`config.mk`:
```
export PLATFORM = sky130hd
export DESIGN_NAME = cwxy_unit
export DESIGN_NICKNAME = d
export VERILOG_FILES = /design/src/cwxy_pkg.sv /design/src/cwxy_window_code.sv /design/src/cwxy_unit.sv
export VERILOG_INCLUDE_DIRS = /design/src
export SDC_FILE = /design/constraint.sdc
export NUM_CORES = 1
export LEC_CHECK = 0
export BUFFER_PORTS_ARGS = -buffer_cell sky130_fd_sc_hd__buf_2
export CORE_UTILIZATION = 60
export CTS_BUF_LIST = sky130_fd_sc_hd__clkbuf_4
export DETAILED_ROUTE_END_ITERATION = 8
export GPL_TIMING_DRIVEN = 0
export PLACE_DENSITY = 0.84
export SKIP_LAST_GASP = 1
export SLEW_MARGIN = 20
export SYNTH_ARGS = -nofsm -noshare
export SYNTH_HDL_FRONTEND = slang
export SYNTH_SLANG_ARGS = --single-unit
export TNS_END_PERCENT = 5
```
`constraint.sdc`:
```
create_clock -name sys_clk -period 6.3 [get_ports sys_clk]
set_input_delay 1.26 -clock sys_clk [delete_from_list [all_inputs] [get_ports sys_clk]]
set_output_delay 1.26 -clock sys_clk [all_outputs]
set_load 0.02 [all_outputs]
```
`src/cwxy_regs.svh`:
```
// register offsets, field positions and reset values of the compare / xy unit
// assumes an apb slave decoding the low 12 bits of paddr
`ifndef CWXY_REGS_SVH
`define CWXY_REGS_SVH

// ----------------------------------------------------------------------
// register map (byte addresses, low bits of the printed i/o addresses)
// ----------------------------------------------------------------------
`define PITCH_SHIFT_CONTROL_ADDR 32'hC000_0140
`define PIXEL_WIDTH_SETTING_ADDR 32'hC000_0150
`define WINDOW_LOW_CORNER_ADDR   32'h0000_0000
`define WINDOW_HIGH_CORNER_ADDR  32'h0000_0004
`define SCREEN_ORIGIN_ADDR       32'h0000_0008
`define STATUS_FLAGS_ADDR        32'h0000_000C
`define ADDR_DECODE_MASK         32'h0000_0FFF

// ----------------------------------------------------------------------
// reset values and field positions
// ----------------------------------------------------------------------
`define PITCH_SHIFT_RESET        16'h0014
`define PIXEL_WIDTH_RESET        16'h0001
`define PITCH_SHIFT_BASE         6'h1F
`define CODE_BIT_X_LOW           5
`define CODE_BIT_X_HIGH          6
`define CODE_BIT_Y_LOW           7
`define CODE_BIT_Y_HIGH          8

`endif

```
`src/cwxy_pkg.sv`:
```
// types shared by the compare / xy unit and its operand port
// assumes cwxy_regs.svh is included wherever numbers are needed
`default_nettype none
package cwxy_pkg;
  // operation select
  typedef enum logic [3:0] {
    op_none                  = 4'b0000,
    compare_immediate_op     = 4'b0001,
    compare_packed_coords_op = 4'b0010,
    window_point_code_op     = 4'b0100,
    coords_to_linear_op      = 4'b1000
  } op_t;

  // condition flags
  typedef struct packed {
    logic n;
    logic c;
    logic z;
    logic v;
  } flags_t;

  // instruction request
  typedef struct packed {
    op_t         op;
    logic [15:0] imm_low_word;
    logic [15:0] imm_high_word;
    logic [31:0] source_register;
    logic [31:0] destination_value;
  } request_t;

  // result
  typedef struct packed {
    logic [31:0] value;
    logic        write_en;
    flags_t      flags;
  } result_t;
endpackage
`default_nettype wire

```
`src/cwxy_window_code.sv`:
```
// point-code generator: signed xy point against inclusive window corners
// corners are compared as signed values like the point; negative corners give valid codes
`default_nettype none
`include "cwxy_regs.svh"
module cwxy_window_code (
  // operands
  input  wire logic [31:0] point,
  input  wire logic [31:0] low_corner,
  input  wire logic [31:0] high_corner,
  // result
  output logic      [31:0] code,
  output logic             outside
);
  // halves as signed fields
  wire logic signed [15:0] px = point[15:0];
  wire logic signed [15:0] py = point[31:16];
  wire logic signed [15:0] lx = low_corner[15:0];
  wire logic signed [15:0] ly = low_corner[31:16];
  wire logic signed [15:0] hx = high_corner[15:0];
  wire logic signed [15:0] hy = high_corner[31:16];

  // ----------------------------------------------------------------------
  // code assembly, unused bits forced to zero
  // ----------------------------------------------------------------------
  always_comb begin
    code = 32'h0000_0000;
    code[`CODE_BIT_X_LOW]  = lx > px;
    code[`CODE_BIT_X_HIGH] = px > hx;
    code[`CODE_BIT_Y_LOW]  = ly > py;
    code[`CODE_BIT_Y_HIGH] = py > hy;
  end
  assign outside = |code;
endmodule
`default_nettype wire

```
`src/cwxy_unit.sv`:
```
// compare / window / xy-to-linear execution unit with apb register access
// assumes a single sys_clk domain; requests come from the issue logic
`default_nettype none
`include "cwxy_regs.svh"

module cwxy_unit (
  // clock and reset
  input  wire logic              sys_clk,
  input  wire logic              resetn,
  // apb slave
  input  wire logic              psel,
  input  wire logic              penable,
  input  wire logic              pwrite,
  input  wire logic [31:0]       paddr,
  input  wire logic [31:0]       pwdata,
  output logic      [31:0]       prdata,
  output logic                   pready,
  output logic                   pslverr,
  // instruction request and result
  input  wire logic              req_valid,
  input  wire cwxy_pkg::request_t req,
  output logic                   res_valid,
  output cwxy_pkg::result_t      res
);
  // ----------------------------------------------------------------------
  // register file
  // ----------------------------------------------------------------------
  logic [15:0] pitch_shift_control;
  logic [15:0] pixel_width_setting;
  logic [31:0] window_low_corner;
  logic [31:0] window_high_corner;
  logic [31:0] screen_origin;
  cwxy_pkg::flags_t flags;

  // address decode on the low bits
  wire logic [31:0] mask = `ADDR_DECODE_MASK;
  wire logic [31:0] a    = paddr & mask;
  wire logic hit_pitch = a == (`PITCH_SHIFT_CONTROL_ADDR & mask);
  wire logic hit_pix   = a == (`PIXEL_WIDTH_SETTING_ADDR & mask);
  wire logic hit_low   = a == `WINDOW_LOW_CORNER_ADDR;
  wire logic hit_high  = a == `WINDOW_HIGH_CORNER_ADDR;
  wire logic hit_orig  = a == `SCREEN_ORIGIN_ADDR;
  wire logic hit_flags = a == `STATUS_FLAGS_ADDR;
  wire logic hit_any   = hit_pitch | hit_pix | hit_low | hit_high | hit_orig | hit_flags;
  wire logic access    = psel & penable;
  wire logic wr_en     = access & pwrite & hit_any;

  // zero wait states; unmapped addresses answer with an error
  assign pready  = 1'b1;
  assign pslverr = access & ~hit_any;

  // read data mux, narrow registers zero-extended
  logic [31:0] next_prdata;
  always_comb begin
    next_prdata = 32'h0000_0000;
    if (hit_pitch) next_prdata = {16'h0000, pitch_shift_control};
    if (hit_pix)   next_prdata = {16'h0000, pixel_width_setting};
    if (hit_low)   next_prdata = window_low_corner;
    if (hit_high)  next_prdata = window_high_corner;
    if (hit_orig)  next_prdata = screen_origin;
    if (hit_flags) next_prdata = {28'h000_0000, flags};
  end
  // read data latched in the setup cycle so it comes from a flip-flop
  // and stands through the access phase; zero while the bus is idle
  always_ff @(posedge sys_clk or negedge resetn) begin
    if (!resetn) begin
      prdata <= 32'h0000_0000;
    end else if (psel & ~penable & ~pwrite) begin
      prdata <= next_prdata;
    end else if (~psel) begin
      prdata <= 32'h0000_0000;
    end
  end

  // register writes
  always_ff @(posedge sys_clk or negedge resetn) begin
    if (!resetn) begin
      pitch_shift_control <= `PITCH_SHIFT_RESET;
      pixel_width_setting <= `PIXEL_WIDTH_RESET;
      window_low_corner   <= 32'h0000_0000;
      window_high_corner  <= 32'h0000_0000;
      screen_origin       <= 32'h0000_0000;
    end else if (wr_en) begin
      if (hit_pitch) pitch_shift_control <= pwdata[15:0];
      if (hit_pix)   pixel_width_setting <= pwdata[15:0];
      if (hit_low)   window_low_corner   <= pwdata;
      if (hit_high)  window_high_corner  <= pwdata;
      if (hit_orig)  screen_origin       <= pwdata;
    end
  end

  // ----------------------------------------------------------------------
  // long immediate compare
  // ----------------------------------------------------------------------
  // operand words arrive as stored, i.e. ones complemented
  wire logic [31:0] long_immediate = ~{req.imm_high_word, req.imm_low_word};
  wire logic [32:0] imm_diff = {1'b0, req.destination_value} - {1'b0, long_immediate};
  wire logic [31:0] imm_res  = imm_diff[31:0];
  cwxy_pkg::flags_t imm_flags;
  always_comb begin
    imm_flags.n = imm_res[31];
    imm_flags.c = imm_diff[32];
    imm_flags.z = imm_res == 32'h0000_0000;
    imm_flags.v = (req.destination_value[31] ^ long_immediate[31])
                & (req.destination_value[31] ^ imm_res[31]);
  end

  // ----------------------------------------------------------------------
  // packed xy compare
  // ----------------------------------------------------------------------
  wire logic [15:0] x_diff = req.destination_value[15:0] - req.source_register[15:0];
  wire logic [15:0] y_diff = req.destination_value[31:16] - req.source_register[31:16];
  cwxy_pkg::flags_t xy_flags;
  always_comb begin
    xy_flags.n = req.destination_value[15:0] == req.source_register[15:0];
    xy_flags.c = y_diff[15];
    xy_flags.z = req.destination_value[31:16] == req.source_register[31:16];
    xy_flags.v = x_diff[15];
  end

  // ----------------------------------------------------------------------
  // window point code
  // ----------------------------------------------------------------------
  logic [31:0] point_code;
  logic        point_outside;
  // corners taken from the window registers, lesser and greater
  cwxy_window_code u_window_code (
    .point       (req.source_register),
    .low_corner  (window_low_corner),
    .high_corner (window_high_corner),
    .code        (point_code),
    .outside     (point_outside)
  );

  // ----------------------------------------------------------------------
  // xy to linear conversion
  // ----------------------------------------------------------------------
  // y shift is 31 minus control; out-of-range controls wrap in 5 bits
  wire logic [5:0] y_shift6 = `PITCH_SHIFT_BASE - pitch_shift_control[5:0];
  wire logic [4:0] y_shift  = y_shift6[4:0];
  // pixel size is one-hot; other values give shift zero
  logic [2:0] x_shift;
  always_comb begin
    case (pixel_width_setting)
      16'h0002: x_shift = 3'd1;
      16'h0004: x_shift = 3'd2;
      16'h0008: x_shift = 3'd3;
      16'h0010: x_shift = 3'd4;
      default:  x_shift = 3'd0;
    endcase
  end
  // sign of y kept by extension; x assumed positive
  wire logic [31:0] y_ext = {{16{req.source_register[31]}}, req.source_register[31:16]};
  wire logic [31:0] x_ext = {16'h0000, req.source_register[15:0]};
  wire logic [31:0] linear = ((y_ext << y_shift) | (x_ext << x_shift)) + screen_origin;

  // ----------------------------------------------------------------------
  // result select and flag register
  // ----------------------------------------------------------------------
  cwxy_pkg::result_t next_res;
  always_comb begin
    next_res.value    = 32'h0000_0000;
    next_res.write_en = 1'b0;
    next_res.flags    = flags;
    case (req.op)
      cwxy_pkg::compare_immediate_op: begin
        next_res.flags = imm_flags;
      end
      cwxy_pkg::compare_packed_coords_op: begin
        next_res.flags = xy_flags;
      end
      cwxy_pkg::window_point_code_op: begin
        next_res.value    = point_code;
        next_res.write_en = 1'b1;
        next_res.flags.v  = point_outside;
      end
      cwxy_pkg::coords_to_linear_op: begin
        next_res.value    = linear;
        next_res.write_en = 1'b1;
      end
      default: begin
        next_res.flags = flags;
      end
    endcase
  end

  // result and flags registered one cycle after the request
  always_ff @(posedge sys_clk or negedge resetn) begin
    if (!resetn) begin
      res       <= '0;
      res_valid <= 1'b0;
      flags     <= '0;
    end else begin
      res_valid <= req_valid;
      if (req_valid) begin
        res   <= next_res;
        flags <= next_res.flags;
      end
    end
  end
endmodule
`default_nettype wire

```
Word-level counts from Yosys, hierarchy flattened
Cells that the tools add are included.
Widths: inputs -> output; s select.
{"block": "word_totals", "reg_bits": 198, "input_bits": 170, "out_inout_bits": 72, "word_cells": 83}
{"block": "classes", "addsub": 5, "magnitude_cmp": 4, "n_eq_ne": 16, "n_shift": 2, "muxes": 12, "n_bitwise": 19, "n_reduce_logical": 12}
{"op": "$mux 32", "n": 6}
{"op": "$pmux 33 s2", "n": 1}
{"op": "$gt 16x16->1", "n": 4}
{"op": "$logic_not 32->1", "n": 2}
{"op": "$sub 32x32->33", "n": 1}
{"op": "$add 32x32->32", "n": 1}
{"op": "$eq 16x16->1", "n": 2}
{"op": "$mux 16", "n": 2}
{"op": "$not 32->32", "n": 1}
{"op": "$or 32x32->32", "n": 1}
{"op": "$shl 16x3->32", "n": 1}
{"op": "$shl 32x5->32", "n": 1}
{"op": "$sub 16x16->16", "n": 2}
{"op": "$eq 12x4->1 const B", "n": 2}
{"op": "$eq 12x9->1 const B", "n": 2}
{"op": "$eq 16x2->1 const B", "n": 1}
{"op": "$eq 16x3->1 const B", "n": 1}
{"op": "$eq 16x4->1 const B", "n": 1}
{"op": "$eq 16x5->1 const B", "n": 1}
{"op": "$reduce_and 2->1", "n": 7}
{"op": "$eq 12x3->1 const B", "n": 1}
{"op": "$pmux 3 s4", "n": 1}
{"op": "$and 1x1->1", "n": 7}
{"op": "$pmux 3 s2", "n": 1}
{"op": "13 further kinds", "n": 20}

Longest topological paths before layout
Gate-level depths: netlist of the first run.
{"block": "logic_depth", "ltp_word": 8, "depth_mapped": 23, "ltp_nobuf": 21}

Cells and area by module
A second synthesis of the first run with hierarchy kept.
{"block": "hier_totals", "cells_unflattened": 1817, "area_unflattened_um2": 16264.3}
{"module": "cwxy_unit", "instances": 1, "cells_each": 1559, "area_per_inst_um2": 14405.1, "seq_area_each_um2": 4958.5}
{"module": "cwxy_window_code", "instances": 1, "cells_each": 258, "area_per_inst_um2": 1859.3, "seq_area_each_um2": 0.0}

Worst setup path before layout of the first run
Ideal clock, no wire load.
{"block": "synth_timing", "path_type": "input -> register", "from": "input req[57] (netlist name)", "to": "register res[35] (netlist name)", "setup_time_ns": 0.141, "arrival_ns": 4.363, "t_required_ns": 6.159, "slack_ns": 1.796, "stages": 17, "path_buffers": 0, "path_cell_list": "mux4_2 -> nand2_1 -> nand2_1 -> nand2_1 -> o21ai_0 -> a221o_1 -> ha_1 -> nand3_1 -> or2_2 -> o221ai_1 -> o211ai_1 -> a31oi_1 -> o2111ai_1 -> a21oi_1 -> a221oi_1 -> xor2_1 -> o22ai_1"}
{"block": "synth_between", "elab_chain_cells": 4}
{"element": "start: declaration", "line": "cwxy_unit.sv:21", "rtl": "input wire cwxy_pkg::request_t req,"}
{"element": "$shl 32x5->32", "line": "cwxy_unit.sv:155", "rtl": "wire logic [31:0] linear = ((y_ext << y_shift) | (x_ext << x_shift)) + screen_origin;"}
{"element": "$or 32x32->32", "line": "cwxy_unit.sv:155"}
{"element": "$add 32x32->32", "line": "cwxy_unit.sv:155"}
{"element": "$pmux 33 s2", "line": "cwxy_unit.sv:165", "rtl": "case (req.op)"}
{"element": "end signal: assignment", "line": "cwxy_unit.sv:196", "rtl": "res <= next_res;"}
{"element": "end: declaration", "line": "cwxy_unit.sv:23", "rtl": "output cwxy_pkg::result_t res"}
Every way passes these cells.
A chain may end at the register's enable or synchronous reset.

Worst setup path after layout of the first run
{"block": "layout_timing", "from": "register pixel_width_setting[5]", "to": "register res[31] (netlist name)"}
{"block": "layout_between", "elab_chain_cells": 6, "elab_cells_between_ends": 9, "cone_classes": "add/sub: 1; eq/ne: 4; shift: 1; mux: 2; bitwise: 1"}
{"element": "start: declaration", "line": "cwxy_unit.sv:29", "rtl": "logic [15:0] pixel_width_setting;"}
{"element": "start signal: assignment", "line": "cwxy_unit.sv:79", "rtl": "pixel_width_setting <= `PIXEL_WIDTH_RESET;"}
{"element": "start signal: assignment", "line": "cwxy_unit.sv:85", "rtl": "if (hit_pix) pixel_width_setting <= pwdata[15:0];"}
{"element": "$eq 16x5->1 (tied with other cells)", "line": "cwxy_unit.sv:144", "rtl": "case (pixel_width_setting)"}
{"element": "$pmux 3 s4 *", "line": "cwxy_unit.sv:144"}
{"element": "$shl 16x3->32 *", "line": "cwxy_unit.sv:155"}
{"element": "$or 32x32->32 *", "line": "cwxy_unit.sv:155"}
{"element": "$add 32x32->32 *", "line": "cwxy_unit.sv:155"}
{"element": "$pmux 33 s2 *", "line": "cwxy_unit.sv:165"}
Mark *: on every way between the ends. The rest lies on a longest branch, timed or not.

==> impl_metrics.toml, run 1 <==
[run_status]
status = "complete, no violations"

[place]
postPlaceCellArea_um2 = 17380
numPortBuffers = 219
gp_congestion = 0.9905
dp.cells = 2343
dp_hpwl_mm = 42.75

[cts]
cts.clk_slew.worst_paths_ns = 0.20
numCtsBuffers = 17
clk_latency_ns = 0.64
cts_sinks = 198
tritoncts = "built"
post_cts_buffers = 0
post_cts_resized = 0
root_buffer = "clkbuf_4"
cts_htree_levels = 4
cts_hold_buf = 0
clock_path_buffers = 2

[die]
ioPinCount = 242
core_area_um2 = 25910
row_count = 59
fp.dieArea_um2 = 26960
die_h_um = 164.2
start_util_pct = 60.92
die_w_um = 164.2

[synthesis]
ys_warn_count = 0
synthDistinctLibCells = 76
synth_seq_area_share_pct = 31.41
async_reset_ff_share_pct = 100.0
synthFlopType = "dfrtp_1"
syn_nets = 2122
ys_ff_latch = 198
synth_edf_count = 0
postSynthAreaPerCell_um2 = 8.838
syn_area_um2 = 15790
syn_inst = 1786

[pwr]
pwr-share-clk_pct = 29.2
leakagePower_uw = 0.009032
power.density_nw_per_um2 = 154.4
combPwrFrac_pct = 23.6
p_sw_uw = 987.9
peakVddDrop_v = 0.0001296
p_int_uw = 1752
swShare_pct = 36.05
seqPwrFrac_pct = 47.2

[global_route]
grt_pass1_wl_mm = 80.61
antenna_found_initial = 8
grt.total_usage_pct = 39.47
globalRoute.busiestLayer = "met2"
grt_pass1_vias = 14460
met3_usage_pct = 6.768
grt_start_max_net_pins = 97
grt.overflow.total = 0
grtUsageMet2_pct = 63.02
grtUsageMet1_pct = 51.98

[finish]
final.fill_count = 2128
area_growth_pct = 12.41
nets = 2363
design_area_um2 = 17740
multi_input_area_um2 = 10080
final_common_cell = "buf_2"
drive_gt1_share_pct = 19.46
instances_no_fill = 2382
final_cell_mix = "buf_2 (241), dfrtp_1 (195), nand2_1 (192), ha_1 (164), o21ai_0 (149)"
ff_latch_area_um2 = 4959

[detailed_routing]
viasPerCell = 6.398
drt_iter0_drc = 1465
drcViolationCount = 0
wl_per_cell_um = 22.16
vias = 15240
dr.pass1.iters = 6
drtAntennaViolNets = 0
wirelength_mm = 52.78

[sta]
hold_violations = 0
slew_headroom_pct = 30.00
rsz0062_at_grt = "no"
tns_ns = 0
fin_skew_ns = 0.04463
period_share_pct = 97.37
min_period_ns = 6.134
maxSlewViolCount = 0
finalSetupViolCount = 0
worst_pin_slew_ns = 1.035
fmax_mhz = 163.0

[job]
cap_violations = 0

[setup_path]
crit_fanout = 10
critPathKind = "reg -> reg"
worstSetupStartpointType = "register"
cp_data_arrival_time_ns = 6.68
end_kind = "register"
reg2reg_slack_ns = 0.17
worstPathRequired_ns = 6.85

[worst_hold_path]
min_path_type = "in -> async"
## synth_stat cells (15+ instances only)
| master | number | area share [%] |
|---|---|---|
| a211oi_1 | 27 | 1.3 |
| a21o_1 | 41 | 1.9 |
| a21oi_1 | 103 | 3.3 |
| a22o_1 | 18 | 1.0 |
| buf_2 | 22 | 0.70 |
| clkbuf_1 | 53 | 1.3 |
| dfrtp_1 | 195 | 31 |
| ha_1 | 164 | 13 |
| inv_1 | 117 | 2.8 |
| mux2_2 | 97 | 6.9 |
| mux2i_1 | 73 | 4.6 |
| nand2_1 | 192 | 4.6 |
| nand2b_1 | 17 | 0.67 |
| nand3_1 | 34 | 1.1 |
| nand4_1 | 29 | 1.1 |
| nor2_1 | 119 | 2.8 |
| nor2b_1 | 17 | 0.67 |
| nor3_1 | 22 | 0.70 |
| o211ai_1 | 15 | 0.71 |
| o21a_1 | 18 | 0.86 |
| o21ai_0 | 149 | 4.7 |
| o221ai_1 | 22 | 1.2 |
| o22ai_1 | 32 | 1.3 |
| xnor2_1 | 29 | 1.6 |
| xor2_1 | 24 | 1.3 |
## worst max-delay path, cell delays in order (launching register included)
cell	delay, ns
dfrtp_1	0.44
nor4_1	0.62
nand3_1	0.39
nor2_1	0.21
and2_1	0.15
clkbuf_1	0.38
buf_2	0.36
mux2i_1	0.29
mux2i_1	0.17
nor2_1	0.13
o22ai_1	0.10
ha_1	0.30
clkbuf_1	0.26
nand3_1	0.13
or2_2	0.31
o221ai_1	0.35
o211ai_1	0.22
a31oi_1	0.31
o2111ai_1	0.15
a21oi_1	0.32
xor2_1	0.29
nand3_1	0.11
o21ai_0	0.10
## metrics by stage
stage                     setup slack, ns  util, %  hold slack (ns)  total power, uW
after floorplan                     1.796        -           0.4799             1695
after global placement             0.3828    66.77           0.4682             1930
after detailed placement           0.2305    67.06           0.4665             1947
after CTS                          0.2151    68.37           0.3907             2727
after global routing              0.03089    68.43           0.3765             2839
final                              0.1660    68.48           0.4053             2740
## path summary, 6_finish.rpt
| kind | from | to | cells after the start |
|---|---|---|---|
| min in group sys_clk | prdata[11]$_DFFE_PN0P_ | prdata[11]$_DFFE_PN0P_ | 2 |
| hold reg to reg | prdata[11]$_DFFE_PN0P_ | prdata[11]$_DFFE_PN0P_ | 2 |
| hold / removal | resetn | window_high_corner[26]$_DFFE_PN0P_ | 1 |
| setup / recovery | pixel_width_setting[5]$_DFFE_PN0P_ | res[31]$_DFFE_PN0P_ | 22 |
| max in group asynchronous | resetn | screen_origin[4]$_DFFE_PN0P_ | 3 |
| setup reg to reg | pixel_width_setting[5]$_DFFE_PN0P_ | res[31]$_DFFE_PN0P_ | 22 |
## power groups by stage
stage               clock (uW)  sequential (uW)  combinational (uW)
floorplan                    0             1330                 361
global placement             0             1320                 613
CTS                        799             1290                 633
finish                     799             1290                 646
global route               838             1300                 704
detailed placement           0             1320                 630
## state kept, by name (all words and copies together), names as in the netlist
signal / cells
pitch_shift_control: 16
res: 33
window_high_corner: 32
flags: 4
screen_origin: 32
window_low_corner: 32
pixel_width_setting: 16
res_valid: 1
prdata: 32
## kinds of logic (layout without fill, tap and decap cells)
family	count (synthesis)	after routing	synth area share [%]
fa+ha+maj	166	166	13.25
simple gates	490	490	14.54
compound gates	503	503	20.43
other cells	1	8	0.02376
buf+inv	196	450	4.859
mux	179	179	12.55
xor+xnor	53	53	2.941
flops	198	198	31.41
## cell type report
type                            count  share of cell area, %
Clock inverter                     15                  1.185
Inverter                          117                  2.475
Clock buffer                       17                 0.7193
Antenna cell                        7                0.09872
Sequential cell                   198                  27.95
Multi-Input combinational cell   1392                  56.79
Buffer                             79                  1.848
Tap cell                          335                  2.362
Timing Repair Buffer              222                  6.572
## routing by layer
| layer | share of wire, % | wire length [um] |
|---|---|---|
| met1 | 41 | 21500 |
| met2 | 46 | 24270 |
| met3 | 8.7 | 4590 |
| met4 | 4.5 | 2384 |
| met5 | 0.083 | 44 |
No activity file was read; power rests on OpenSTA's default activity.
==> run 2, diff against run 1 <==
--- a/config.mk
+++ b/config.mk
@@ -11,7 +11,7 @@
 export CTS_BUF_LIST = sky130_fd_sc_hd__clkbuf_4
 export DETAILED_ROUTE_END_ITERATION = 8
 export GPL_TIMING_DRIVEN = 0
-export PLACE_DENSITY = 0.84
+export PLACE_DENSITY = 0.95
 export SKIP_LAST_GASP = 1
 export SLEW_MARGIN = 20
 export SYNTH_ARGS = -nofsm -noshare
==> run 2 against run 1 <==
Net effect: non-clock buffer count fell by 1; global-route usage fell by 0.33 points; via count rose by 2.3%; clock skew fell by 0.0035 ns; first-iteration DRC count rose by 10%; register-to-register slack improved by 0.17 ns; sequential power barely moved; worst setup slack improved by 0.17 ns; critical path type unchanged; largest power group unchanged.
==> impl_metrics.toml, run 2 (synthesis gave the netlist of run 1 again) <==
[pwr]
swShare_pct = 35.32
p_sw_uw = 950.5
p_int_uw = 1741
combPwrFrac_pct = 24.0
seqPwrFrac_pct = 48.1
power.density_nw_per_um2 = 152.1
leakagePower_uw = 0.009009
pwr-share-clk_pct = 27.9
peakVddDrop_v = 0.0001441
power_uw = 2691

[finish]
final_common_cell = "buf_2"
final_cell_mix = "buf_2 (240), dfrtp_1 (195), nand2_1 (192), ha_1 (164), o21ai_0 (149)"
instances_no_fill = 2381
utilization_pct = 68.27
ff_latch_area_um2 = 4959
drive_gt1_share_pct = 19.42
design_area_um2 = 17690
largest_register_ffs = 33
final.fill_count = 2099
nets = 2362
regMostFlops = "res"
area_growth_pct = 12.06
multi_input_area_um2 = 10080

[detailed_routing]
wl_per_cell_um = 21.97
drtAntennaViolNets = 0
wirelength_mm = 52.31
dr.pass1.iters = 5
vias = 15585
drt_iter0_drc = 1618
viasPerCell = 6.546
drcViolationCount = 0

[sta]
worst_pin_slew_ns = 1.091
min_period_ns = 5.963
slew_headroom_pct = 26.22
fmax_mhz = 167.7
maxSlewViolCount = 0
finalSetupViolCount = 0
hold_violations = 0
fin_skew_ns = 0.04113
tns_ns = 0
period_share_pct = 94.65

[setup_path]
end_kind = "register"
reg2reg_from = "pixel_width_setting[5]$_DFFE_PN0P_"
critPathKind = "reg -> reg"
worstSetupStartpointType = "register"
worstReg2RegEnd = "res[31]$_DFFE_PN0P_"
worstPathRequired_ns = 6.87
reg2reg_slack_ns = 0.34
cp_data_arrival_time_ns = 6.53
crit_fanout = 10
rr_worst_depth = 22

[worst_hold_path]
min_from = "prdata[11]$_DFFE_PN0P_"
hold_end = "prdata[11]$_DFFE_PN0P_"
min_path_type = "reg -> reg"
worstHoldPathCells = 2

[global_route]
globalRoute.busiestLayer = "met2"
grt_pass1_wl_mm = 80.54
grt.overflow.total = 0
grt.total_usage_pct = 39.13
grt_pass1_vias = 14835
grtUsageMet2_pct = 62.87
antenna_found_initial = 8
grtUsageMet1_pct = 51.27
met3_usage_pct = 6.869
grt_start_max_net_pins = 101

[die]
start_util_pct = 60.92
ioPinCount = 242
row_count = 59
die_h_um = 164.2
fp.dieArea_um2 = 26960
die_w_um = 164.2
core_area_um2 = 25910

[place]
dp.cells = 2342
numPortBuffers = 219
gp_congestion = 1.014
dp_hpwl_mm = 42.26
postPlaceCellArea_um2 = 17350

[cts]
cts_htree_levels = 4
post_cts_resized = 0
clk_latency_ns = 0.65
cts_hold_buf = 0
numCtsBuffers = 17
tritoncts = "built"
cts.clk_slew.worst_paths_ns = 0.21
clock_path_buffers = 2
root_buffer = "clkbuf_4"
cts_sinks = 198
post_cts_buffers = 0

[job]
cap_violations = 0

[run_status]
status = "complete, no violations"
[run 2: cell type report]
cell class,count,share of cell area [%]
plain buffers,79,1.853
well taps,335,2.369
multi-input cells,1392,56.97
clock buffers,17,0.7215
inverters,117,2.483
clock inverters,15,1.026
repair buffers,221,6.451
flip-flops and latches,198,28.03
diodes,7,0.09902
[run 2: metal layers]
metal  vias up  wire (um)
met5         -         40
met4         6       2394
met3       157       5021
met2       905      23950
met1      7499      20900
li1       7018          -
[run 2: worst max-delay path by stage]
stage,cells past startpoint,start,slack [ns],endpoint
finish,22,pixel_width_setting[5]$_DFFE_PN0P_,0.34,res[31]$_DFFE_PN0P_
global route,22,pixel_width_setting[5]$_DFFE_PN0P_,-0.005,res[35]$_DFFE_PN0P_
CTS,20,pixel_width_setting[5]$_DFFE_PN0P_,0.39,res[36]$_DFFE_PN0P_
detailed placement,20,pixel_width_setting[5]$_DFFE_PN0P_,0.43,res[36]$_DFFE_PN0P_
global placement,20,pixel_width_setting[5]$_DFFE_PN0P_,0.46,res[36]$_DFFE_PN0P_
floorplan,17,req[57],1.80,res[35]$_DFFE_PN0P_
[run 2: worst max-delay path: stages (launching register included)]
cell	delay (ns)
dfrtp_1	0.45
nor4_1	0.45
nand3_1	0.30
nor2_1	0.22
and2_1	0.14
clkbuf_1	0.37
buf_2	0.36
mux2i_1	0.28
mux2i_1	0.16
nor2_1	0.12
o22ai_1	0.09
ha_1	0.30
clkbuf_1	0.27
nand3_1	0.13
or2_2	0.31
o221ai_1	0.35
o211ai_1	0.22
a31oi_1	0.31
o2111ai_1	0.17
a21oi_1	0.32
xor2_1	0.31
nand3_1	0.12
o21ai_0	0.10
[run 2: through the flow]
step	setup slack, ns	hold WS [ns]
floorplan	1.796	0.4799
global placement	0.4579	0.4766
detailed placement	0.4310	0.4804
CTS	0.3871	0.5191
global route	-0.004520	0.5453
finish	0.3368	0.5104
[run 2: power by group through the flow]
stage | sequential (uW) | clock [uW] | combinational (uW)
2_1_floorplan | 1330 | 0 | 361
4_1_cts | 1290 | 746 | 631
5_1_grt | 1300 | 788 | 704
3_3_place_gp | 1320 | 0 | 609
6_report | 1290 | 750 | 647
3_5_place_dp | 1320 | 0 | 627
